### config.mk
export PLATFORM = sky130hd
export DESIGN_NAME = dl_section_framer_flat
export DESIGN_NICKNAME = d
export VERILOG_FILES = /design/src/logic/dl_section_pkg.sv /design/src/logic/dl_section_if.sv /design/src/logic/dl_section_framer.sv /design/src/flat_wrapper.sv
export SDC_FILE = /design/constraint.sdc
export NUM_CORES = 1
export LEC_CHECK = 0
export BUFFER_PORTS_ARGS = -buffer_cell sky130_fd_sc_hd__clkbuf_2
export CAP_MARGIN = 20
export CORE_ASPECT_RATIO = 0.8
export CORE_MARGIN = 10
export CORE_UTILIZATION = 30
export DETAILED_ROUTE_END_ITERATION = 16
export SYNTH_ARGS = -nofsm -noshare
export SYNTH_HDL_FRONTEND = slang
export SYNTH_SLANG_ARGS = --single-unit
### constraint.sdc
create_clock -name ref_clk -period 5.04 [get_ports ref_clk]
set_input_delay 0.504 -clock ref_clk [delete_from_list [all_inputs] [get_ports ref_clk]]
set_output_delay 0.504 -clock ref_clk [all_outputs]
set_load 0.01 [all_outputs]
### src/logic/dl_section_pkg.sv
// Constants and types shared by both ends of the download section link.
// Assumes a byte-serial link on one clock with synchronous reset.
package dl_section_pkg;

  localparam logic [7:0]  TABLE_ID_CANCEL = 8'h3B;
  localparam logic [7:0]  PROTO_DISC      = 8'h11;
  localparam logic [7:0]  MSG_TYPE_DL     = 8'h03;
  localparam logic [15:0] MSG_ID_CANCEL   = 16'h1005;
  localparam logic [1:0]  ORIG_SERVER     = 2'b10;
  localparam logic [1:0]  RSV2            = 2'b11;
  localparam logic [7:0]  RSV8            = 8'hFF;
  localparam logic [4:0]  CANCEL_VERSION  = 5'h00;
  localparam logic [7:0]  SECTION_NUM     = 8'h00;
  localparam logic [7:0]  STREAM_SYNC_DL  = 8'h14;
  localparam logic [31:0] CHECK_SYNC_DL   = 32'h00000000;
  localparam logic [11:0] SEC_LEN_MAX     = 12'hFFD;  // 4093
  localparam logic [15:0] PAYLOAD_MAX     = 16'h0FE2; // 4066
  localparam logic [15:0] BLOCK_FIX_BYTES = 16'h0006;
  // table_id_extension .. last_section_number, message header, check field
  localparam logic [16:0] EXT_FIX_BYTES   = 17'h00005;
  localparam logic [16:0] MSG_HDR_BYTES   = 17'h0000C;
  localparam logic [16:0] CHECK_BYTES     = 17'h00004;
  localparam logic [4:0]  CANCEL_HDR_LAST = 5'h13;    // 20 header bytes
  localparam logic [4:0]  BLOCK_HDR_LAST  = 5'h01;    // blockNumber only
  localparam logic [4:0]  CHECK_LAST      = 5'h03;
  localparam logic [4:0]  HDR_RESET       = 5'h00;
  localparam logic [15:0] CNT_RESET       = 16'h0000;

  typedef enum logic [1:0] {
    FR_IDLE  = 2'b00,
    FR_HEAD  = 2'b01,
    FR_BODY  = 2'b11,
    FR_CHECK = 2'b10
  } framer_state_e;

  typedef enum logic [1:0] {
    PA_WAIT = 2'b00,
    PA_HDR  = 2'b01,
    PA_SKIP = 2'b11
  } parser_state_e;

endpackage

### src/logic/dl_section_if.sv
// Byte-serial section link between the framer and a parser or multiplexer.
// Both ends share ref_clk; the testbench instantiates and joins them.
`timescale 1ns/1ps
`default_nettype none
interface dl_section_if;
  logic       valid;
  logic [7:0] data;
  logic       sop;
  logic       eop;
  logic       ready;

  modport framer (output valid, output data, output sop, output eop, input ready);
  modport parser (input valid, input data, input sop, input eop, output ready);
endinterface
`default_nettype wire

### src/logic/dl_section_framer.sv
// Section framer: emits a cancel-control section or the tail of a
// data-block section as a byte stream on the link.
// Assumes payload and link on ref_clk; check value computed upstream.
//
// Contract
// [RQ1] Cancel section opens with table_id 0x3B
// [RQ2] Syntax bit: 0 checksum, 1 CRC32
// [RQ3] private_indicator is inverse of syntax bit
// [RQ4] Section length from extension to check, max 4093
// [RQ5] Extension equals low transaction identifier bytes
// [RQ6] Cancel version_number is always zero
// [RQ7] Section and last section numbers zero
// [RQ8] Identification sub-field all zeros
// [RQ9] Originator sub-field carries 10b
// [RQ10] Block number counts from zero
// [RQ11] Payload bytes: length minus adaptation minus six
// [RQ12] Synchronized download blocks: syntax 0, zero check
// [RQ13] messageLength excludes the trailing check field
// [RQ14] Updated bit toggles on each content change
// [RQ15] Fixed header constants, current set, reserved ones
// [RQ16] Parser discards cancel sections with bad constants
`timescale 1ns/1ps
`default_nettype none
module dl_section_framer (
  input  wire logic          ref_clk,      // 20 MHz clock
  input  wire logic          rst,          // Sync reset, active high
  dl_section_if.framer       lnk,          // Section byte stream out
  input  wire logic          start,        // Pulse: begin a section
  input  wire logic          kind_block,   // 1 data-block tail, 0 cancel
  input  wire logic [7:0]    stream_type,  // Stream type of the block
  input  wire logic          syntax_crc,   // Check field is a CRC32
  input  wire logic          changed,      // Cancel content differs
  input  wire logic [13:0]   version_sub,  // Transaction version
  input  wire logic [7:0]    adapt_len,    // adaptationLength
  input  wire logic [15:0]   msg_len,      // messageLength
  input  wire logic [15:0]   block_num,    // Block index in module
  input  wire logic [31:0]   check_val,    // Checksum or CRC32
  input  wire logic          pay_valid,    // Payload byte offered
  input  wire logic [7:0]    pay_data,     // Payload byte
  output logic               pay_ready,    // Payload byte taken
  output logic               busy,         // Section in progress
  output logic               err           // Pulse: start refused
);
  import dl_section_pkg::*;

  typedef struct packed {
    framer_state_e state;
    logic [4:0]    idx;
    logic [15:0]   cnt;
    logic          vld;
    logic [7:0]    data;
    logic          sop;
    logic          eop;
    logic          updated;
    logic          syn;
    logic          kind;
    logic [13:0]   ver;
    logic [7:0]    adapt;
    logic [15:0]   mlen;
    logic [15:0]   blk;
    logic [11:0]   slen;
    logic [31:0]   chk;
    logic          err;
  } framer_s;

  framer_s cur;
  framer_s next_cur;

  logic        load;
  logic [16:0] sec_len_full;
  logic [15:0] block_pay;
  logic        block_sync;

  function automatic logic [7:0] hdr_byte(input framer_s s);
    logic [31:0] tid;
    logic [7:0]  b;
    tid = {ORIG_SERVER, s.ver, 15'h0000, s.updated};  // see [RQ8] see [RQ9]
    b = 8'h00;
    if (s.kind) begin
      b = (s.idx == HDR_RESET) ? s.blk[15:8] : s.blk[7:0];  // see [RQ10]
    end else begin
      unique case (s.idx)
        5'h00: b = TABLE_ID_CANCEL;  // see [RQ1]
        5'h01: b = {s.syn, ~s.syn, RSV2, s.slen[11:8]};  // see [RQ2] see [RQ3]
        5'h02: b = s.slen[7:0];  // see [RQ4]
        5'h03: b = tid[15:8];  // see [RQ5]
        5'h04: b = tid[7:0];
        5'h05: b = {RSV2, CANCEL_VERSION, 1'b1};  // see [RQ6] see [RQ15]
        5'h06: b = SECTION_NUM;  // see [RQ7]
        5'h07: b = SECTION_NUM;
        5'h08: b = PROTO_DISC;  // see [RQ15]
        5'h09: b = MSG_TYPE_DL;
        5'h0A: b = MSG_ID_CANCEL[15:8];
        5'h0B: b = MSG_ID_CANCEL[7:0];
        5'h0C: b = tid[31:24];
        5'h0D: b = tid[23:16];
        5'h0E: b = tid[15:8];
        5'h0F: b = tid[7:0];
        5'h10: b = RSV8;
        5'h11: b = s.adapt;
        5'h12: b = s.mlen[15:8];  // see [RQ13]
        default: b = s.mlen[7:0];
      endcase
    end
    return b;
  endfunction

  // Length counts extension fields, message header, body and check
  assign sec_len_full = EXT_FIX_BYTES + MSG_HDR_BYTES + {1'b0, msg_len} + CHECK_BYTES;
  assign block_pay    = msg_len - {8'h00, adapt_len} - BLOCK_FIX_BYTES;  // see [RQ11]
  assign block_sync   = (stream_type == STREAM_SYNC_DL);
  assign load         = !cur.vld || lnk.ready;

  always_comb begin
    next_cur     = cur;
    next_cur.err = 1'b0;
    pay_ready    = 1'b0;
    if (cur.vld && lnk.ready) begin
      next_cur.vld = 1'b0;
      next_cur.sop = 1'b0;
      next_cur.eop = 1'b0;
    end
    unique case (cur.state)
      FR_IDLE: begin
        if (start) begin
          // Refuse lengths the 12-bit field or payload limit cannot hold
          if (kind_block ? ({8'h00, adapt_len} + BLOCK_FIX_BYTES > msg_len
                            || block_pay > PAYLOAD_MAX)
                         : (sec_len_full > {5'h00, SEC_LEN_MAX})) begin  // see [RQ4]
            next_cur.err = 1'b1;
          end else begin
            next_cur.state = FR_HEAD;
            next_cur.idx   = HDR_RESET;
            next_cur.kind  = kind_block;
            next_cur.ver   = version_sub;
            next_cur.adapt = adapt_len;
            next_cur.mlen  = msg_len;
            next_cur.blk   = block_num;
            next_cur.slen  = sec_len_full[11:0];
            next_cur.cnt   = kind_block ? block_pay : msg_len;
            if (kind_block && block_sync) begin
              next_cur.syn = 1'b0;  // see [RQ12]
              next_cur.chk = CHECK_SYNC_DL;
            end else begin
              next_cur.syn = syntax_crc;  // see [RQ2]
              next_cur.chk = check_val;
            end
            if (!kind_block && changed) begin
              next_cur.updated = ~cur.updated;  // see [RQ14]
            end
          end
        end
      end
      FR_HEAD: begin
        if (load) begin
          next_cur.vld  = 1'b1;
          next_cur.data = hdr_byte(cur);
          next_cur.sop  = (cur.idx == HDR_RESET) && !cur.kind;
          next_cur.idx  = cur.idx + 5'h01;
          if (cur.idx == (cur.kind ? BLOCK_HDR_LAST : CANCEL_HDR_LAST)) begin
            next_cur.idx   = HDR_RESET;
            next_cur.state = (cur.cnt == CNT_RESET) ? FR_CHECK : FR_BODY;
          end
        end
      end
      FR_BODY: begin
        pay_ready = load;
        if (load && pay_valid) begin
          next_cur.vld  = 1'b1;
          next_cur.data = pay_data;
          next_cur.cnt  = cur.cnt - 16'h0001;  // see [RQ11]
          if (cur.cnt == 16'h0001) begin
            next_cur.state = FR_CHECK;
          end
        end
      end
      FR_CHECK: begin
        if (load) begin
          next_cur.vld  = 1'b1;
          next_cur.data = cur.chk[31:24];
          next_cur.chk  = {cur.chk[23:0], 8'h00};
          next_cur.idx  = cur.idx + 5'h01;
          if (cur.idx == CHECK_LAST) begin
            next_cur.eop   = 1'b1;
            next_cur.idx   = HDR_RESET;
            next_cur.state = FR_IDLE;
          end
        end
      end
    endcase
  end

  always_ff @(posedge ref_clk) begin
    if (rst) begin
      cur <= '0;
    end else begin
      cur <= next_cur;
    end
  end

  assign lnk.valid = cur.vld;
  assign lnk.data  = cur.data;
  assign lnk.sop   = cur.sop;
  assign lnk.eop   = cur.eop;
  assign busy      = (cur.state != FR_IDLE);
  assign err       = cur.err;
endmodule
`default_nettype wire

### src/flat_wrapper.sv
// flat-port wrapper written by rule: the top's interface ports become plain ports
module dl_section_framer_flat import dl_section_pkg::*;
  (ref_clk, rst, start, kind_block, stream_type, syntax_crc, changed, version_sub, adapt_len, msg_len, block_num, check_val, pay_valid, pay_data, pay_ready, busy, err, lnk_valid, lnk_data, lnk_sop, lnk_eop, lnk_ready);
  dl_section_if lnk_i ();
  input  wire logic ref_clk;
  input  wire logic rst;
  input  wire logic start;
  input  wire logic kind_block;
  input  wire logic [7:0] stream_type;
  input  wire logic syntax_crc;
  input  wire logic changed;
  input  wire logic [13:0] version_sub;
  input  wire logic [7:0] adapt_len;
  input  wire logic [15:0] msg_len;
  input  wire logic [15:0] block_num;
  input  wire logic [31:0] check_val;
  input  wire logic pay_valid;
  input  wire logic [7:0] pay_data;
  output logic pay_ready;
  output logic busy;
  output logic err;
  output wire logic [$bits(lnk_i.valid)-1:0] lnk_valid;
  output wire logic [$bits(lnk_i.data)-1:0] lnk_data;
  output wire logic [$bits(lnk_i.sop)-1:0] lnk_sop;
  output wire logic [$bits(lnk_i.eop)-1:0] lnk_eop;
  input wire logic [$bits(lnk_i.ready)-1:0] lnk_ready;
  assign lnk_valid = lnk_i.valid;
  assign lnk_data = lnk_i.data;
  assign lnk_sop = lnk_i.sop;
  assign lnk_eop = lnk_i.eop;
  assign lnk_i.ready = lnk_ready;
  dl_section_framer u_core (.ref_clk(ref_clk), .rst(rst), .lnk(lnk_i), .start(start), .kind_block(kind_block), .stream_type(stream_type), .syntax_crc(syntax_crc), .changed(changed), .version_sub(version_sub), .adapt_len(adapt_len), .msg_len(msg_len), .block_num(block_num), .check_val(check_val), .pay_valid(pay_valid), .pay_data(pay_data), .pay_ready(pay_ready), .busy(busy), .err(err));
endmodule
Word-level counts from Yosys, hierarchy flattened
Index checks and enable logic that the tools add are counted.
- add/sub/neg operators: 7
- $lt $le $gt $ge: 3
- muxes and demuxes: 36
- shift-type cells: 0
- equal/unequal tests: 32
- reduce and logical (&&, ||, !) cells: 28
- bitwise gates (word level): 5
- multiply operators: 0
- div/mod/pow operators: 0
- operators with widths (kind ; count):
    one-hot mux 8 bit (15 select lines) ; 1
    two-way mux 32 bit ; 3
    one-hot mux 32 bit (2 select lines) ; 1
    two-way mux 23 bit ; 2
    equality test 5 x 4 -> 1 bit (second input constant) ; 8
    two-way mux 33 bit ; 1
    one-hot mux 16 bit (2 select lines) ; 1
    two-way mux 7 bit ; 4
    one-hot mux 9 bit (3 select lines) ; 1
    two-way mux 25 bit ; 1
    equality test 5 x 3 -> 1 bit (second input constant) ; 4
    adder 17 x 3 -> 17 bit (second input constant) ; 1
    adder 5 x 16 -> 17 bit (first input constant) ; 1
    greater-than comparator 17 x 12 -> 1 bit (second input constant) ; 1
    equality test 16 x 1 -> 1 bit (second input constant) ; 1
    greater-than comparator 16 x 12 -> 1 bit (second input constant) ; 1
    greater-than comparator 9 x 16 -> 1 bit ; 1
    logical NOT 16 bit ; 1
    two-way mux 16 bit ; 1
    two-way mux 8 bit ; 2
    AND reduction 4 bit ; 4
    subtractor 16 x 1 -> 16 bit (second input constant) ; 1
    subtractor 16 x 3 -> 16 bit (second input constant) ; 1
    subtractor 16 x 8 -> 16 bit ; 1
    other kinds (32) ; 67
- input bits: 110
- output and inout port bits: 14
- memories: 0
- flip-flop bits (word level): 136
- bits in latches: 0
- word-level logic and storage cells: 128
- memory bits (writable): 0
- bits in read-only memories: 0

Longest topological paths before layout
Gate-level depths: netlist of run 1.
- depth after elaboration: 8
- mapped depth: 18
- mapped depth without buffers: 15

Worst setup path before layout of run 1
Ideal clock, no wire load.
- path kind: in2reg
- from: input msg_len[1]
- to: register u_core.cur[128] (netlist bit)
- path buffers: 3
- library setup time: 0.087 ns
- data arrival time: 3.757 ns
- required time: 4.953 ns
- stages: 17
- path slack: 1.196 ns
- cell sequence: inv_1 > ha_1 > ha_1 > inv_1 > fa_1 > nand2b_1 > a211oi_2 > nor2_1 > a311oi_1 > nand4_1 > or4_1 > a21oi_2 > buf_6 > buf_2 > buf_2 > o211ai_1 > o31ai_1
- word-level cells in the longest chain between the ends: 7
- elaborated cells on any way between the ends: 15
- classes of those cells: add/sub: 4; order compare: 3; eq/ne: 1; mux: 5; reduce/logical: 2
- RTL lines (item ; line ; RTL):
    start: declaration ; flat_wrapper.sv:14 ; input wire logic [15:0] msg_len;
    subtractor 16 x 8 -> 16 bit ; dl_section_framer.sv:110 ; assign block_pay = msg_len - {8'h00, adapt_len} - BLOCK_FIX_BYTES;
    subtractor 16 x 3 -> 16 bit ; dl_section_framer.sv:110 ;
    greater-than comparator 16 x 12 -> 1 bit ; dl_section_framer.sv:128 ; || block_pay > PAYLOAD_MAX)
    logical OR 1 bit ; dl_section_framer.sv:128 ;
    two-way mux 1 bit ; dl_section_framer.sv:127 ; if (kind_block ? ({8'h00, adapt_len} + BLOCK_FIX_BYTES > msg_len
    inequality test 2 bit (no source line) ; -- ;
    AND reduction 4 bit (no source line) ; -- ;
    end signal: assignment ; dl_section_framer.sv:197 ; cur <= next_cur;
    end: declaration ; dl_section_framer.sv:66 ; framer_s cur;
Parallel ways exist; a longest one is shown, timed or not. The select of a mux whose other input is x is not followed.
A chain may end at the register's enable or synchronous reset.

Final worst setup path of run 1
- from: input msg_len[1]
- to: register u_core.cur[114] (netlist bit)
The elaborated chain is that of the path after synthesis.

==> out/qor.txt, run 1 <==
Status -> complete, no violations
Worst-case reg-to-reg path depth -> 11
Fmax -> 0.241 GHz
Reg2reg start -> u_core.cur[130]
Area added between synthesis and finish -> 15.9%
Total core area -> 29,100 um2
Leak -> 3.92 nW
Hold WC Path Type -> input port to flip-flop
Clock Latency Late Sink -> 0.43 ns
Req. time, crit path -> 5.30 ns
Via count -> 9,127
Layout cells sized above 1 -> 0.157
Distinct cell type count after synthesis -> 83
CTS sink count -> 136
Tightest Pin Transition -> 1.14 ns
Placed Instances -> 1,556
Crit path DAT -> 4.42 ns
Setup_tns -> 0 ns
Post-CTS Resized -> 0
Clock slew at reported path FFs -> 0.06 ns
Floorplan row count -> 56
Avg Vias per Cell -> 5.74
Hold path startpoint -> version_sub[11]
Critical path's slowest cell -> or4_1
Fin crit period -> 4.16 ns
Net count, final -> 1,348
Metal-1 WL -> 15.0 mm
Total CTS buffers -> 17
Worst path top cell family by delay -> simple AND/OR/NAND/NOR gates
Crit path from -> msg_len[1]
Die width -> 212 um
Final setup viols -> 0
Post-synth top flop -> dfxtp_1
Final Hold Viols -> 0
Hold-fix buffers at CTS -> 0
Skew final -> 0.00979 ns
Synth Register Bits -> 136
VDD IR max -> 0.000231 V
Buf/Inv on CP -> 3
Type of origin of the critical path -> input port
RSZ-0062 raised after global routing -> no
Routed Antenna Nets -> 0
Place WS -> 0.501 ns
Post-synth ARST share -> 0
PD cells -> 296 nW/um2
DR top layer -> met4
HPWL Detailed -> 22.0 mm
Post-DP Area -> 9570 um2
DRC -> 0
Placer Congestion -> 0.920
Reg2reg end -> u_core.lnk.data[0]
Syn nets -> 1,306
Non-Filler Instances -> 1,589
Max cap viols -> 0
Reg-to-reg slack, setup -> 1.52 ns
Postcts setup bufs -> 0
CTS tree -> done
Final Slew Violations -> 0
CP Class -> input port to flip-flop
Worst Hold Depth -> 3
Initial Util -> 0.303
DR WL met3 -> 2.35 mm
CTS root buffer -> clkbuf_16
Routed wl met2 -> 13.0 mm
DRT iter0 DRCs -> 956
DR pass1 iterations -> 6
H-tree lvl count -> 4
Final cycle utilization of the critical path -> 0.825
First-pass GRT wire length -> 48.1 mm
Post-synthesis sequential area ratio -> 0.308
Final Util -> 0.351
Total routed wirelength -> 30.6 mm
Die area -> 36,700 um2
Mapped Area -> 8830 um2
Port bufs -> 123
Largest net degree at the start of global routing -> 101
Crit-path max FO -> 16
IO Count -> 124
Hold path endpoint -> u_core.cur[96]
Gr usage total -> 0.161
Initial antenna violation count -> 1
Final instance area -> 10,200 um2
Cells after Synth -> 1,156
Die height -> 173 um
CP peak stage delay -> 0.65 ns
Total grt overflow -> 0
Per-cell routed wire length -> 19.2 um
Syn avg cell area -> 7.64 um2
Final WS setup -> 0.882 ns
Crit path cell chain -> clkbuf_2 -> inv_1 -> ha_1 -> ha_1 -> inv_1 -> fa_1 -> nand2b_1 -> a211oi_2 -> nor2_1 -> a311oi_1 -> nand4_1 -> or4_1 -> a21oi_4 -> or2_1 -> a211oi_1
Vias in the first global route -> 8,512
CTS Buffer Depth -> 2
Post-synth EDFFs -> 0
Ys Warns -> 0
CP Capture Type -> flip-flop
Slew headroom -> 0.243
## flip-flops by register name, summed over array words and instances, names as in the netlist
register and cells:
u_core.lnk.eop 1, u_core.lnk.sop 1, u_core.lnk.data 8, u_core.lnk.valid 1
u_core.cur 124, u_core.err 1
## routing by layer
metal	up-vias	track usage
li1	4386	-
met1	4386	0.237
met2	333	0.229
met3	22	0.0414
met4	0	0.0332
met5	-	0
## cells in the final DEF (no fill, tap or decap), types with 10 or more instances in the layout
cell / n
dfxtp_1: 136
o31ai_1: 12
o21ai_0: 105
or4_1: 28
nand4_1: 14
ha_1: 39
clkbuf_16: 17
a31oi_1: 13
nor3_1: 17
o211ai_1: 36
a211oi_1: 16
mux2i_1: 12
buf_4: 11
a21oi_1: 114
xor2_1: 10
a22oi_1: 28
nand2_1: 98
inv_1: 50
nor2_1: 57
xnor2_1: 22
nand3_1: 74
clkbuf_2: 122
## synthesized netlist by cell type (10+ instances only)
master      n  area, um2
nor2_1     57        214
mux2i_1    12        120
inv_1      50        188
o31ai_1    12       90.1
dfxtp_1   136       2720
xor2_1     10       87.6
nand2_1    98        368
xnor2_1    22        193
a31oi_1    13       81.3
nand4_1    14       87.6
ha_1       39        488
a22oi_1    28        210
buf_2      10       50.1
a21oi_1   114        571
o211ai_1   36        270
nand3_1    74        370
o21ai_0   106        531
nor3_1     17       85.1
clkbuf_1   85        319
a211oi_1   16        120
or4_1      28        210
## worst register-to-register path: stages, from the launching register on
cell and delay, ns:
dfxtp_1 0.37, inv_1 0.15, ha_1 0.45, nand2_1 0.20
nor2_1 0.47, a211o_1 0.18, nor4_1 0.05, buf_4 0.17
a2111oi_0 0.76, a311oi_1 0.18, a221oi_1 0.28, a21oi_1 0.10
## worst max path at each step
stage,endpoint,slack (ns),cells after the start
3_5_place_dp,u_core.cur[113],0.50,15
6_report,u_core.cur[114],0.88,15
3_3_place_gp,u_core.cur[113],0.57,15
2_1_floorplan,u_core.cur[128],1.20,17
4_1_cts,u_core.cur[66],0.94,16
5_1_grt,u_core.cur[124],0.60,15
## final cells by class
type	instances	area, um2
diodes	1	2.50
clock buffers	21	460
clock inverters	11	194
fillers	3092	18900
inverters	52	195
multi-input cells	856	5450
flip-flops and latches	136	2720
well taps	377	472
repair buffers	135	733
## per-stage QoR
stage | power (W) | hold WS [ns]
after CTS | 0.00303 | 0.296
after global routing | 0.00316 | 0.309
final | 0.00303 | 0.305
after global placement | 0.00163 | 0.449
after floorplan | 0.00147 | 0.433
after detailed placement | 0.00163 | 0.462
## logic make-up after synthesis
logic type / synth area share
multiplexers: 0.0149
XOR/XNOR: 0.0317
buffers and inverters: 0.0777
flip-flops: 0.308
adder cells (fa/ha/maj): 0.0575
AND/OR/NAND/NOR: 0.202
AO/OA/AOI/OAI: 0.308
## power by group
group          leakage, nW  internal, W  switching, W  total (W)
sequential            1.10      0.00110     0.0000174    0.00112
combinational         2.50     0.000173      0.000331   0.000504
clock                0.318     0.000906      0.000501    0.00141
total                 3.92      0.00218      0.000849    0.00303
Note: power is estimated with default switching activity, not from simulation.
==> run 2, diff against run 1 <==
clock period = 4.2 ns   (was 5.04 ns; I/O delays follow)
==> out/qor.txt, run 2 (synthesis results as in run 1) <==
NetSw -> 0.00104 W (was 0.000849 W)
Port bufs -> 123 (unchanged)
Die area -> 36,700 um2 (unchanged)
Final Hold Viols -> 0 (unchanged)
Most common cell after layout, fill and taps aside -> dfxtp_1 (unchanged)
Total grt overflow -> 0 (unchanged)
Worst Hold Depth -> 3 (unchanged)
Final instance area -> 10,300 um2 (was 10,200 um2)
Die width -> 212 um (unchanged)
Net count, final -> 1,368 (was 1,348)
Clock slew at reported path FFs -> 0.06 ns (about the same)
Vias in the first global route -> 8,525 (was 8,512)
H-tree lvl count -> 4 (unchanged)
FILL cells -> 3,128 (was 3,092)
CTS Buffer Depth -> 2 (unchanged)
Crit path DAT -> 4.16 ns (was 4.42 ns)
Final setup viols -> 0 (unchanged)
Max reg flops -> 124 (unchanged)
Total core area -> 29,100 um2 (unchanged)
DRT iter0 DRCs -> 916 (was 956)
CP Class -> input port to flip-flop (unchanged)
Initial Util -> 0.303 (unchanged)
Req. time, crit path -> 4.56 ns (was 5.30 ns)
Type of origin of the critical path -> input port (unchanged)
Status -> complete, no violations (unchanged)
Crit path cell chain -> clkbuf_2 -> inv_1 -> ha_1 -> nor2_1 -> nand3_1 -> xnor2_1 -> ha_1 -> a22o_1 -> nor4_1 -> o221ai_1 -> o211ai_1 -> o21ai_0 -> a311o_1 -> or3_1 -> a2111o_1 -> a31oi_1 (was clkbuf_2 -> inv_1 -> ha_1 -> ha_1 -> inv_1 -> fa_1 -> nand2b_1 -> a211oi_2 -> nor2_1 -> a311oi_1 -> nand4_1 -> or4_1 -> a21oi_4 -> or2_1 -> a211oi_1)
Fmax -> 0.263 GHz
DR pass1 iterations -> 6 (unchanged)
CP Capture Type -> flip-flop (unchanged)
Crit-path max FO -> 8 (was 16)
Sw frac -> 0.301 (was 0.280)
Fin crit period -> 3.80 ns
Die height -> 173 um (unchanged)
Skew final -> 0.0123 ns (was 0.00979 ns)
CTS root buffer -> clkbuf_16 (unchanged)
Post-DP Area -> 9730 um2 (was 9570 um2)
IO Count -> 124 (unchanged)
Worst-case reg-to-reg path depth -> 9 (was 11)
Setup_tns -> 0 ns (unchanged)
Final cycle utilization of the critical path -> 0.905
Antenna Cells -> 0 (was 1)
Leak -> 3.97 nW (was 3.92 nW)
Clock Latency Late Sink -> 0.43 ns (about the same)
Clock share of power -> 0.432 (was 0.465)
Largest net degree at the start of global routing -> 62 (was 101)
First-pass GRT wire length -> 47.8 mm (was 48.1 mm)
Gr usage total -> 0.161 (about the same)
Slew headroom -> 0.302 (was 0.243)
Tightest Pin Transition -> 1.05 ns (was 1.14 ns)
Hold-fix buffers at CTS -> 0 (unchanged)
CTS sink count -> 136 (unchanged)
Via count -> 9,120 (was 9,127)
Routed Antenna Nets -> 0 (unchanged)
Reg power frac -> 0.387 (was 0.369)
Per-cell routed wire length -> 19.1 um (was 19.2 um)
CTS tree -> done (unchanged)
Critical path's slowest cell -> or3_1 (was or4_1)
Area added between synthesis and finish -> 17.0% (was 15.9%)
HPWL Detailed -> 22.6 mm (was 22.0 mm)
PD cells -> 335 nW/um2 (was 296 nW/um2)
Final Slew Violations -> 0 (unchanged)
DRC -> 0 (unchanged)
Postcts setup bufs -> 0 (unchanged)
Total CTS buffers -> 17 (unchanged)
Gate power share -> 0.181 (was 0.166)
Total routed wirelength -> 30.7 mm (was 30.6 mm)
Internal Power -> 0.00242 W (was 0.00218 W)
Most frequent cells in the layout -> 136 x dfxtp_1, 122 x clkbuf_2, 114 x a21oi_1, 105 x o21ai_0, 98 x nand2_1 (unchanged)
Floorplan row count -> 56 (unchanged)
Initial antenna violation count -> 0 (was 1)
Crit path top cell by count -> ha_1
Layout cells sized above 1 -> 0.171 (was 0.157)
Place WS -> -0.00916 ns (was 0.501 ns)
Avg Vias per Cell -> 5.67 (was 5.74)
Top reg by flops -> u_core.cur (unchanged)
Final WS setup -> 0.400 ns (was 0.882 ns)
RSZ-0062 raised after global routing -> no (unchanged)
CP peak stage delay -> 0.50 ns (was 0.65 ns)
Post-CTS Resized -> 0 (unchanged)
Max cap viols -> 0 (unchanged)
VDD IR max -> 0.000257 V (was 0.000231 V)
Hold WC Path Type -> input port to flip-flop (unchanged)
Placer Congestion -> 0.936 (was 0.920)
-- run 2: cell count changes in the layout (fill, tap and decap cells not counted), sizes merged --
cell and change:
buf +20, bufinv -3, clkbuf -3, clkinvlp +5, diode -1, inv +1
-- run 2: final cells by class --
cell class	count	area, um2	area share
timing repair buffer	155	908	0.0880
sequential	136	2720	0.264
tap	377	472	0.0457
inverter	52	195	0.0189
clock inverter	14	150	0.0145
multi-input combinational	856	5450	0.528
clock buffer	18	429	0.0416
-- run 2: per-layer routing --
layer | track usage | part of all wire | vias to the layer above
li1 | - | - | 4433
met1 | 0.235 | 0.49 | 4324
met2 | 0.228 | 0.42 | 345
met3 | 0.0468 | 0.084 | 18
met4 | 0.0302 | 0.0091 | 0
met5 | 0 | 0 | -
-- run 2: power groups by stage --
| stage | clock network, W | logic [W] | registers, W |
|---|---|---|---|
| finish | 0.00149 | 0.000625 | 0.00134 |
| detailed placement | 0 | 0.000610 | 0.00137 |
| floorplan | 0 | 0.000406 | 0.00136 |
| global route | 0.00157 | 0.000688 | 0.00134 |
| CTS | 0.00151 | 0.000613 | 0.00134 |
| global placement | 0 | 0.000604 | 0.00137 |
-- run 2: metrics by stage --
| step | hold slack [ns] | utilization | instances | power, W |
|---|---|---|---|---|
| finish | 0.215 | 0.354 | 1608 | 0.00346 |
| global route | 0.224 | 0.354 | 1608 | 0.00360 |
| CTS | 0.212 | 0.354 | 1607 | 0.00347 |
| detailed placement | 0.464 | 0.334 | 1575 | 0.00198 |
| global placement | 0.446 | 0.334 | 1575 | 0.00197 |
| floorplan | 0.433 | - | 1156 | 0.00177 |
-- run 2: path summary, 6_finish.rpt --
| check | startpoint | slack [ns] | to |
|---|---|---|---|
| hold / removal | version_sub[8] | 0.21 | u_core.cur[93] |
| setup / recovery | adapt_len[2] | 0.40 | u_core.cur[131] |
| setup reg to reg | u_core.cur[131] | 0.76 | u_core.lnk.data[7] |
| hold reg to reg | u_core.cur[35] | 0.47 | u_core.cur[35] |
-- run 2: worst max-delay path: cells and delay by family --
kind / cells / cell delay, ns
adders and majority gates: 2 / 0.49
AOI/OAI and AO/OA: 7 / 1.85
buffers and inverters: 2 / 0.18
and+or+nand+nor: 4 / 1.01
xor gates and xnor gates: 1 / 0.20
